## src/hw/sled_cfg.svh

```systemverilog
// timing and code constants for the status led flasher
`ifndef SLED_CFG_SVH
`define SLED_CFG_SVH

`define SLED_CLK_HZ        100000000
`define SLED_PULSE_MS      100
`define SLED_PAUSE_MS      500
`define SLED_TICK_HZ       1000
`define SLED_TICK_DIV_RST  32'h000186A0
`define SLED_PULSE_TICKS   (`SLED_PULSE_MS * `SLED_TICK_HZ / 1000)
`define SLED_PAUSE_TICKS   (`SLED_PAUSE_MS * `SLED_TICK_HZ / 1000)
`define SLED_CODE_OV       3'h1
`define SLED_CODE_IPM      3'h2
`define SLED_CODE_OC       3'h3
`define SLED_CODE_OS       3'h4
`define SLED_CODE_FB       3'h5

`endif

```

## src/hw/sled_pkg.sv

```systemverilog
// types for the status led flasher
package sled_pkg;

	typedef struct packed {
		logic feedback;
		logic overspeed;
		logic overcurrent;
		logic power_module;
		logic bus_overvolt;
	} sled_trip_t;

	typedef struct packed {
		logic red;
		logic green;
	} sled_led_t;

	typedef enum logic [2:0] {
		SLED_OFF,
		SLED_GREEN,
		SLED_BLINK_GREEN,
		SLED_RED,
		SLED_CODE,
		SLED_ALTERNATE
	} sled_mode_t;

	typedef enum logic [1:0] {
		SLED_PH_ON,
		SLED_PH_GAP,
		SLED_PH_PAUSE
	} sled_phase_t;

endpackage : sled_pkg

```

## src/hw/sled_flasher.sv

```systemverilog
// status led driver with latched trip flags and flash codes
`timescale 1ns/1ps
`include "sled_cfg.svh"

// Summary of operation
// - Enabled drive with no error, download or undervoltage shows steady green.
// - During firmware download with no latched error the led blinks green.
// - Disabled drive with no latched error, download or undervoltage shows steady red.
// - An error gives red pulses equal to its code, 0.1 s apart, then a 0.5 s pause, repeated.
// - Bus overvoltage is code 1 and power module trip is code 2.
// - Overcurrent is code 3, overspeed code 4, feedback code 5.
// - With several latched errors the smallest code is shown.
// - A newly arrived smaller code takes over the display at once.
// - Undervoltage with no other error or download alternates red and green.
// - The undervoltage indication follows the bus and clears itself.
// - Undervoltage together with a latched error shows that error's code.
// - After a motor phase short trip, restart is refused until mains is removed.
module sled_flasher (
	input  wire logic                clk,
	input  wire logic                resetn,
	// drive state
	input  wire logic                drive_enabled,
	input  wire logic                fw_download,
	input  wire logic                bus_undervolt,
	input  wire logic                mains_present,
	// trip events, one-cycle or level
	input  wire sled_pkg::sled_trip_t trip_in,
	input  wire logic                phase_short_trip,
	input  wire logic                clear_errors,
	// prescaler control
	input  wire logic [31:0]         tick_div,
	input  wire logic                tick_div_load,
	// outputs
	output sled_pkg::sled_led_t      led,
	output sled_pkg::sled_trip_t     trip_latched,
	output logic [2:0]               error_code,
	output logic                     restart_inhibit,
	output logic                     tick
);

	// ==========================================================
	// prescaler
	// divides clk down to the display tick; every display time
	// is a count of ticks, so one divisor scales them all.
	// a zero divisor would stretch the tick to the full counter range, so it is forced to one.
	// the count restarts only on its own wrap, so a new divisor
	// takes effect at the next wrap at the latest.
	logic [31:0] div_ff;
	logic [31:0] pre_cnt_ff;
	wire         pre_wrap = (pre_cnt_ff >= div_ff - 32'h00000001);

	always_ff @(posedge clk or negedge resetn) begin
		if (!resetn) begin
			div_ff     <= `SLED_TICK_DIV_RST;
			pre_cnt_ff <= 32'h00000000;
			tick       <= 1'b0;
		end else begin
			if (tick_div_load)
				div_ff <= (tick_div == 32'h00000000) ? 32'h00000001 : tick_div;
			pre_cnt_ff <= pre_wrap ? 32'h00000000 : pre_cnt_ff + 32'h00000001;
			tick       <= pre_wrap;
		end
	end

	// ==========================================================
	// trip latches
	// a trip may be a single-cycle pulse, so every flag is held
	// here until software asks for a clear.
	// a trip that lands in the clear cycle survives the clear.
	// the phase-short inhibit is released only by loss of mains.
	sled_pkg::sled_trip_t trips_ff;
	logic                 short_ff;

	always_ff @(posedge clk or negedge resetn) begin
		if (!resetn) begin
			trips_ff <= '0;
			short_ff <= 1'b0;
		end else begin
			// set wins over clear
			trips_ff <= (clear_errors ? '0 : trips_ff) | trip_in;
			if (phase_short_trip)
				short_ff <= 1'b1;
			else if (!mains_present)
				short_ff <= 1'b0;
		end
	end

	assign trip_latched    = trips_ff;
	assign restart_inhibit = short_ff;

	// ==========================================================
	// priority encode
	// lowest code wins; zero means no flag is latched
	wire any_err = |trips_ff;
	wire [2:0] nxt_code = trips_ff.bus_overvolt ? `SLED_CODE_OV :
		trips_ff.power_module ? `SLED_CODE_IPM :
		trips_ff.overcurrent  ? `SLED_CODE_OC :
		trips_ff.overspeed    ? `SLED_CODE_OS :
		trips_ff.feedback     ? `SLED_CODE_FB : 3'h0;

	// ==========================================================
	// mode select
	// a latched error outranks everything, undervoltage included;
	// undervoltage is a level and is never latched.
	sled_pkg::sled_mode_t mode;
	assign mode = any_err       ? sled_pkg::SLED_CODE :
		fw_download         ? sled_pkg::SLED_BLINK_GREEN :
		bus_undervolt       ? sled_pkg::SLED_ALTERNATE :
		drive_enabled       ? sled_pkg::SLED_GREEN :
		sled_pkg::SLED_RED;

	// ==========================================================
	// pulse sequencer
	// outside code mode the tick counter still runs and flips
	// tog_ff once per pulse time, for blink and alternate.
	// code_ff parks at 7 outside code mode, so entering code mode
	// always counts as a smaller code and restarts at pulse one.
	// a smaller code restarts at once; a larger one is taken up
	// only at the end of the pause.
	sled_pkg::sled_phase_t phase_ff;
	logic [15:0]           tcnt_ff;
	logic [2:0]            pcnt_ff;
	logic [2:0]            code_ff;
	logic                  tog_ff;
	wire  [15:0]           pulse_t = 16'(`SLED_PULSE_TICKS);
	wire  [15:0]           pause_t = 16'(`SLED_PAUSE_TICKS);
	wire                   t_end   = tick && (tcnt_ff >= pulse_t - 16'h0001);
	wire                   p_end   = tick && (tcnt_ff >= pause_t - 16'h0001);
	wire                   restart = (mode != sled_pkg::SLED_CODE) ||
	                                 (nxt_code < code_ff);

	always_ff @(posedge clk or negedge resetn) begin
		if (!resetn) begin
			phase_ff <= sled_pkg::SLED_PH_ON;
			tcnt_ff  <= 16'h0000;
			pcnt_ff  <= 3'h0;
			code_ff  <= 3'h0;
			tog_ff   <= 1'b0;
		end else if (restart) begin
			phase_ff <= sled_pkg::SLED_PH_ON;
			tcnt_ff  <= 16'h0000;
			pcnt_ff  <= 3'h1;
			code_ff  <= (mode == sled_pkg::SLED_CODE) ? nxt_code : 3'h7;
			// toggle timing for blink and alternate
			if (t_end)
				tog_ff <= ~tog_ff;
			if (mode == sled_pkg::SLED_CODE)
				tcnt_ff <= 16'h0000;
			else
				tcnt_ff <= t_end ? 16'h0000 : tcnt_ff + {15'h0000, tick};
		end else begin
			case (phase_ff)
				sled_pkg::SLED_PH_ON: begin
					tcnt_ff <= t_end ? 16'h0000 : tcnt_ff + {15'h0000, tick};
					if (t_end)
						phase_ff <= (pcnt_ff >= code_ff) ? sled_pkg::SLED_PH_PAUSE
						                                 : sled_pkg::SLED_PH_GAP;
				end
				sled_pkg::SLED_PH_GAP: begin
					tcnt_ff <= t_end ? 16'h0000 : tcnt_ff + {15'h0000, tick};
					if (t_end) begin
						phase_ff <= sled_pkg::SLED_PH_ON;
						pcnt_ff  <= pcnt_ff + 3'h1;
					end
				end
				sled_pkg::SLED_PH_PAUSE: begin
					tcnt_ff <= p_end ? 16'h0000 : tcnt_ff + {15'h0000, tick};
					if (p_end) begin
						phase_ff <= sled_pkg::SLED_PH_ON;
						pcnt_ff  <= 3'h1;
						code_ff  <= nxt_code;
					end
				end
				default: phase_ff <= sled_pkg::SLED_PH_ON;
			endcase
		end
	end

	// ==========================================================
	// led drive
	// the restart cycle is kept dark so a code change never
	// merges a lit red led into the new first pulse.
	sled_pkg::sled_led_t nxt_led;
	always_comb begin
		nxt_led = '0;
		case (mode)
			sled_pkg::SLED_GREEN:       nxt_led.green = 1'b1;
			sled_pkg::SLED_BLINK_GREEN: nxt_led.green = tog_ff;
			sled_pkg::SLED_RED:         nxt_led.red   = 1'b1;
			sled_pkg::SLED_ALTERNATE: begin
				nxt_led.red   = tog_ff;
				nxt_led.green = ~tog_ff;
			end
			sled_pkg::SLED_CODE:
				nxt_led.red = (phase_ff == sled_pkg::SLED_PH_ON) && !restart;
			default:                    nxt_led = '0;
		endcase
	end

	// led and code are registered so the pins never glitch
	always_ff @(posedge clk or negedge resetn) begin
		if (!resetn) begin
			led        <= '0;
			error_code <= 3'h0;
		end else begin
			led        <= nxt_led;
			error_code <= nxt_code;
		end
	end

endmodule : sled_flasher

```

## config.mk

```make
export PLATFORM = sky130hd
export DESIGN_NAME = sled_flasher
export DESIGN_NICKNAME = d
export VERILOG_FILES = /design/src/hw/sled_pkg.sv /design/src/hw/sled_flasher.sv
export VERILOG_INCLUDE_DIRS = /design/src /design/src/hw
export SDC_FILE = /design/constraint.sdc
export NUM_CORES = 1
export LEC_CHECK = 0
export ABC_AREA = 0
export BUFFER_PORTS_ARGS = -buffer_cell sky130_fd_sc_hd__buf_2
export CAP_MARGIN = 10
export CORE_ASPECT_RATIO = 0.6
export CORE_UTILIZATION = 35
export CTS_BUF_LIST = sky130_fd_sc_hd__clkbuf_4
export DETAILED_ROUTE_END_ITERATION = 12
export GPL_TIMING_DRIVEN = 0
export PLACE_DENSITY = 0.58
export SYNTH_ARGS = -nofsm -noshare
export SYNTH_HDL_FRONTEND = slang
export SYNTH_SLANG_ARGS = --single-unit
```

## constraint.sdc

```tcl
create_clock -name clk -period 3.8 [get_ports clk]
set_input_delay 0.38 -clock clk [delete_from_list [all_inputs] [get_ports clk]]
set_output_delay 0.38 -clock clk [all_outputs]
set_load 0.02 [all_outputs]
```

==> out/metrics.cfg, run 1 <==
[run_status]
status = complete, but fails checks
violations = negative setup slack

[cells_and_area]
nFillCells = 1564
mostFrequentLayoutCells = 94 x dfrtp_1, 56 x nor2_1, 56 x buf_2
post-route-util = 0.434
multi_input_area_mm2 = 0.00344
nets = 763
drive_gt1_frac = 0.269
design_area_mm2 = 0.00708
area.growth.synth_to_final_pct = 20.8
seqCellArea_mm2 = 0.00254
final_common_cell = dfrtp_1
post_layout_nonfiller_instances = 909

[place]
portBuffers = 56
place_congestion = 0.776
dp_cells = 873
hpwl_um = 10400
placed_area_mm2 = 0.00649

[synth]
yosysUniqueCellTypes = 55
ys_seq_area_frac = 0.432
syn_nets = 676
synth-async-reset-ratio = 1.00
syn-cell-area_mm2 = 0.00586
syn_area_per_cell_um2 = 9.97
dominantRegCellSynth = dfrtp_1
yosysWarningCount = 0
synth_seq_cells = 101
syn_inst = 588
synth_edf_count = 0

[die]
die-area_mm2 = 0.0173
die_w_um = 169
core-area_mm2 = 0.0163
start_util = 0.360
boundaryPins = 58
dieHeight_um = 102
rows = 36

[setup_path]
reg2reg_from = div_ff[2]$_DFFE_PN0P_
reg2reg_slack_ns = -0.35
crit_buf_inv = 1
crit_cells = 14
worstSetupStartpointType = flop
crit_top_cell = or3_4
critical_path_class = reg2reg
crit_required_ns = 4.21
crit_fanout = 8
slowest_stage = dfrtp_2
cp-end-kind = flop
r2r-end = pre_cnt_ff[26]$_DFF_PN0_
reg2reg_depth = 14
path_delay_family = simple AND/OR/NAND/NOR gates
worstPathCellList = or3_4, or3b_4, or2_4, or3_4, nor4_4, xnor2_2, ha_1, a21o_1, a221o_1, a221oi_2, nand4_1, o21a_4, buf_8, nor2_2
cpPeakStageDelay_ns = 0.47
arrival_ns = 4.57

[pwr]
p_leak_nw = 3.02
powerDensity_mw_per_mm2 = 340
ir_drop_mv = 0.169
total_power_mw = 2.41

[sta]
fmax_mhz = 241
hold_viol = 0
finClkSkew_ns = 0.0186
grt_setup_unrepaired = yes
finalWorstSetupSlack_ns = -0.353
layout_min_cycle_time_ns = 4.15
final.period_utilization = 1.09
worst_pin_slew_ns = 1.01
slew_viol_final = 0
setup_violations = 33
max_slew_margin = 0.318
finalSetupTns_ns = -10.78

[hold_path]
hp-start = trip_in[2]
hold_path_end = trip_latched[2]$_DFF_PN0_
holdPathStages = 2
hold_path.class = in2reg

[clock_network]
clock_path_buffers = 2
clock_latency_ns = 0.47
cts-root-buf = clkbuf_4
cts_tree = built
numClockSinks = 101
clkTransAtPathRegs_ns = 0.18
cts-htree-levels = 3
cts-buffers-inserted = 9

[route]
drt_first_pass_iters = 4
dr_total_vias = 4651
drc = 0
viasPerCell = 5.12
drtIter0Drc = 194
wirelength_um = 14000
wire_per_inst_um = 15.4
drtAntennaViolNets = 0

[global_route]
antenna_found_initial = 1
groute.usage.overall = 0.167
grt-ovfl-total = 0
grt_pass1_wl_um = 22800
grt_max_degree = 64
grt_pass1_vias = 4458

[flow_run]
max_cap_viol_count = 0

==> flip-flops by register name, summed over array words and instances, names as in the netlist <==
name	cells
div_ff	32
pre_cnt_ff	32
tcnt_ff	16
trip_latched	5
code_ff	3
error_code	3
pcnt_ff	3
led	2
phase_ff	2
restart_inhibit	1
tick	1
tog_ff	1
==> cell type report <==
type	count	area share
clock inverter	7	0.0148
clock buffer	9	0.00954
timing repair buffer	77	0.0694
multi-input combinational	455	0.486
antenna	1	0.000353
inverter	18	0.00954
buffer	13	0.0118
tap	228	0.0403
sequential	101	0.358
==> stage by stage <==
step	setup WS, ns	hold WS [ns]
after detailed placement	-0.409	0.421
final	-0.353	0.0777
after floorplan	0.0143	0.0844
after CTS	-0.327	0.0339
after global placement	-0.293	0.458
after global routing	-0.463	0.0406
==> Yosys cell counts (2+ instances only) <==
| cell type | count | area share |
|---|---|---|
| nor3b_1 | 2 | 0.0026 |
| a41oi_1 | 2 | 0.0030 |
| nor4_2 | 2 | 0.0043 |
| nand4_1 | 20 | 0.021 |
| mux2i_1 | 2 | 0.0034 |
| a221o_1 | 2 | 0.0034 |
| nand3_1 | 24 | 0.020 |
| nor4_1 | 15 | 0.016 |
| dfstp_2 | 6 | 0.027 |
| a211oi_1 | 2 | 0.0026 |
| nor3_1 | 20 | 0.017 |
| dfrtp_1 | 95 | 0.41 |
| mux2_2 | 30 | 0.058 |
| o21ai_0 | 16 | 0.014 |
| or3_4 | 3 | 0.0058 |
| and2_1 | 2 | 0.0021 |
| a21o_1 | 8 | 0.010 |
| ha_1 | 42 | 0.090 |
| inv_1 | 18 | 0.012 |
| and4_1 | 2 | 0.0030 |
| nand2b_1 | 6 | 0.0064 |
| nor2b_1 | 5 | 0.0053 |
| o211ai_1 | 2 | 0.0026 |
| clkbuf_1 | 11 | 0.0070 |
| a21oi_1 | 17 | 0.015 |
| or3_1 | 8 | 0.0085 |
| nor2_1 | 83 | 0.053 |
| and3_1 | 9 | 0.0096 |
| xor2_1 | 32 | 0.048 |
| nand2_1 | 32 | 0.020 |
| buf_2 | 2 | 0.0017 |
| xnor2_1 | 43 | 0.064 |
| or4_1 | 3 | 0.0038 |
==> what timing repair did <==
item | 4_1_cts | 5_1_grt
setup endpoints to repair | 33 | 44
pin swaps | 12 | 37
gates resized for setup | 12 | 59
setup buffers | 14 | 2
hold buffers | 1 | 0
endpoints found under the hold margin | 38 | 0
cloned | 2 | 1
==> routing by layer <==
layer	share of wire	track usage
met3	0.037	0.0302
met5	0	0
met2	0.41	0.236
met1	0.54	0.258
met4	0.011	0.0430
==> report_power, final <==
group / internal (mW) / switching [mW]
sequential: 1.15 / 0.0902
combinational: 0.207 / 0.270
clock: 0.279 / 0.406
total: 1.64 / 0.766
==> cells by family (layout without fill, tap and decap cells) <==
| logic type | count (synthesis) | in the layout | share of synthesized area |
|---|---|---|---|
| buf+inv | 32 | 124 | 0.0209 |
| mux | 32 | 32 | 0.0610 |
| flops | 101 | 101 | 0.432 |
| simple gates | 244 | 244 | 0.216 |
| compound gates | 62 | 62 | 0.0685 |
| fa+ha+maj | 42 | 42 | 0.0896 |
| other cells | 0 | 1 | 0 |
| xor+xnor | 75 | 75 | 0.112 |
==> worst max-delay path by stage <==
stage / start / end
6_report: div_ff[2]$_DFFE_PN0P_ / pre_cnt_ff[26]$_DFF_PN0_
3_5_place_dp: div_ff[14]$_DFFE_PN0P_ / pre_cnt_ff[5]$_DFF_PN0_
2_1_floorplan: div_ff[4]$_DFFE_PN0P_ / pre_cnt_ff[14]$_DFF_PN0_
3_3_place_gp: div_ff[4]$_DFFE_PN0P_ / pre_cnt_ff[9]$_DFF_PN0_
5_1_grt: div_ff[8]$_DFFE_PN0P_ / pre_cnt_ff[26]$_DFF_PN0_
4_1_cts: div_ff[3]$_DFFE_PN0P_ / pre_cnt_ff[18]$_DFF_PN0_
(Power assumes the default switching activity.)
==> inputs of run 2 (changes only) <==
CORE_ASPECT_RATIO = 1.2   (was 0.6)
==> run 2 against run 1 <==
  * The run still ends with negative setup slack left
  * Largest power group unchanged
  * Sequential cell count did not move
  * First-iteration DRC count down 10%
  * Register-to-register slack got worse by 0.04 ns
  * Core utilization down 1.6 points
  * Setup slack worse by 0.041 ns
  * Combinational power is 4% lower
  * Wire length decreased by 9.9%
  * Power decreased by 6.1%
  * Via count down 3.1%
  * Sequential share of layout area up 1.3 points
  * Clock power fell by 17%
==> out/metrics.cfg, run 2 (synthesis gave the netlist of run 1 again) <==
[pwr]
p_leak_nw = 2.99  ; -0.80%
powerDensity_mw_per_mm2 = 330  ; -2.7%
ir_drop_mv = 0.158  ; -6.2%

[setup_path]
reg2reg_from = div_ff[2]$_DFFE_PN0P_
crit_required_ns = 4.22  ; about the same
arrival_ns = 4.61  ; +0.04 ns
reg2reg_slack_ns = -0.39  ; -0.04 ns
r2r-end = pre_cnt_ff[25]$_DFF_PN0_
worstSetupStartpointType = flop
cp-end-kind = flop
crit_start = div_ff[2]$_DFFE_PN0P_
critical_path_class = reg2reg
crit_fanout = 10  ; +2
reg2reg_depth = 14  ; unchanged

[sta]
hold_ws_ns = 0.0553  ; -0.0225 ns
layout_min_cycle_time_ns = 4.19  ; +0.0410 ns
finalWorstSetupSlack_ns = -0.394  ; -0.0410 ns
grt_setup_unrepaired = yes
max_slew_margin = 0.332  ; +0.0144
setup_violations = 33  ; unchanged
hold_viol = 0  ; unchanged
worst_pin_slew_ns = 0.993  ; -0.0214 ns
final.period_utilization = 1.10  ; +0.0108
fmax_mhz = 238  ; -0.98%
slew_viol_final = 0  ; unchanged
finClkSkew_ns = 0.0155  ; -0.00311 ns

[die]
boundaryPins = 58  ; unchanged
core-area_mm2 = 0.0163  ; +0.18%
rows = 51  ; +42%
dieHeight_um = 144  ; +41%
die-area_mm2 = 0.0173  ; about the same
start_util = 0.359  ; -0.000661
die_w_um = 120  ; -29%

[cells_and_area]
post_layout_nonfiller_instances = 889  ; -2.2%
design_area_mm2 = 0.00684  ; -3.4%
nFillCells = 1654  ; +5.8%
mostFrequentLayoutCells = 95 x dfrtp_1, 72 x nor2_1, 56 x buf_2
drive_gt1_frac = 0.229  ; -0.0398
area.growth.synth_to_final_pct = 16.6
final_common_cell = dfrtp_1
nets = 759  ; -0.52%
post-route-util = 0.419  ; -0.0157
top_regs = div_ff: 32 flops, pre_cnt_ff: 32 flops, tcnt_ff: 16 flops

[route]
drtIter0Drc = 174  ; -10%
drt_first_pass_iters = 6  ; +2
wirelength_um = 12600  ; -9.9%
drc = 0  ; unchanged
dr_total_vias = 4506  ; -3.1%
wire_per_inst_um = 14.2  ; -7.9%
viasPerCell = 5.07  ; -0.94%
drtAntennaViolNets = 0  ; unchanged

[clock_network]
clock_latency_ns = 0.49  ; +0.02 ns
cts_tree = built
cts-htree-levels = 3  ; unchanged
clock_path_buffers = 2  ; unchanged
cts-root-buf = clkbuf_4
clkTransAtPathRegs_ns = 0.16  ; -0.02 ns
numClockSinks = 101  ; unchanged
cts-buffers-inserted = 9  ; unchanged

[global_route]
grt_max_degree = 63  ; -1.6%
grt_pass1_vias = 4580  ; +2.7%
grt-ovfl-total = 0  ; unchanged
grt_pass1_wl_um = 21200  ; -6.8%
groute.usage.overall = 0.157  ; -0.00962
antenna_found_initial = 1  ; unchanged

[hold_path]
hp-start = trip_in[1]
holdPathStages = 2  ; unchanged
hold_path_end = trip_latched[1]$_DFF_PN0_
hold_path.class = in2reg

[flow_run]
max_cap_viol_count = 0  ; unchanged

[place]
dp_cells = 857  ; -1.8%
hpwl_um = 9480  ; -9.1%
portBuffers = 56  ; unchanged
dp_slack_ns = -0.553  ; -0.144 ns
placed_area_mm2 = 0.00647  ; -0.31%
place_congestion = 0.811  ; +4.5%

[run_status]
status = complete, but fails checks
violations = negative setup slack

## run 2: cell types whose count changed in the layout (fill, tap and decap cells not counted), moves of 2 or more
cell      change
or3_1         +2
inv_8         -2
clkinv_1      +3
buf_4         -2
nor2_4       -16
or3_4         -2
nor2_1       +16
buf_8         -2
## run 2: cell type report
type                    count  area [µm²]  share of cell area
diodes                      1        2.50            0.000366
plain buffers              14         100              0.0146
clock buffers              10        75.1              0.0110
clock inverters             6        53.8             0.00787
inverters                  18        67.6             0.00988
multi-input cells         455        3310               0.485
flip-flops and latches    101        2530               0.371
well taps                 212         265              0.0388
repair buffers             72         425              0.0622
## run 2: critical path: stages, from the launching register on
cell	delay (ns)
dfrtp_1	0.41
or3_4	0.39
or3b_4	0.43
or2_4	0.26
or3_4	0.40
nor4_4	0.15
xnor2_1	0.16
ha_1	0.27
a21o_1	0.18
a221o_1	0.38
a221oi_4	0.34
nand4_1	0.17
o21a_4	0.31
buf_12	0.16
nor2_1	0.10
## run 2: report_power, final
group	total, mW	internal, mW	switching (mW)	leakage, nW
sequential	1.23	1.15	0.0766	1.28
combinational	0.459	0.205	0.254	1.64
clock	0.571	0.201	0.370	0.0689
total	2.26	1.56	0.701	2.99
## run 2: repair_timing
| item | 4_1_cts | 5_1_grt |
|---|---|---|
| cloned | 1 | 0 |
| endpoints found under the hold margin | 33 | 0 |
| hold buffers | 1 | 0 |
| setup endpoints to repair | 33 | 43 |
| setup buffers | 11 | 2 |
| gates resized for setup | 13 | 18 |
| pin swaps | 11 | 12 |
## run 2: metal layers
metal  up-vias  wire length, µm  part of all wire  GRT usage
met5         -                0                 0          0
met4         0              277             0.022     0.0875
met3        18              333             0.026     0.0218
met2        76             6520              0.52      0.283
met1      2156             5510              0.44      0.178
li1       2256                -                 -          -
## run 2: metrics by stage
| stage | setup TNS (ns) | total power, mW |
|---|---|---|
| after global placement | -13.70 | 1.66 |
| after floorplan | 0 | 1.53 |
| after detailed placement | -17.26 | 1.68 |
| final | -11.97 | 2.26 |
| after global routing | -16.37 | 2.40 |
| after CTS | -11.46 | 2.27 |
## run 2: how the worst max path moves through the flow
stage / slack (ns) / to / cells past startpoint
floorplan: 0.01 / pre_cnt_ff[14]$_DFF_PN0_ / 14
global placement: -0.44 / pre_cnt_ff[9]$_DFF_PN0_ / 15
detailed placement: -0.55 / pre_cnt_ff[18]$_DFF_PN0_ / 15
CTS: -0.37 / pre_cnt_ff[28]$_DFF_PN0_ / 14
global route: -0.53 / pre_cnt_ff[29]$_DFF_PN0_ / 14
finish: -0.39 / pre_cnt_ff[25]$_DFF_PN0_ / 14
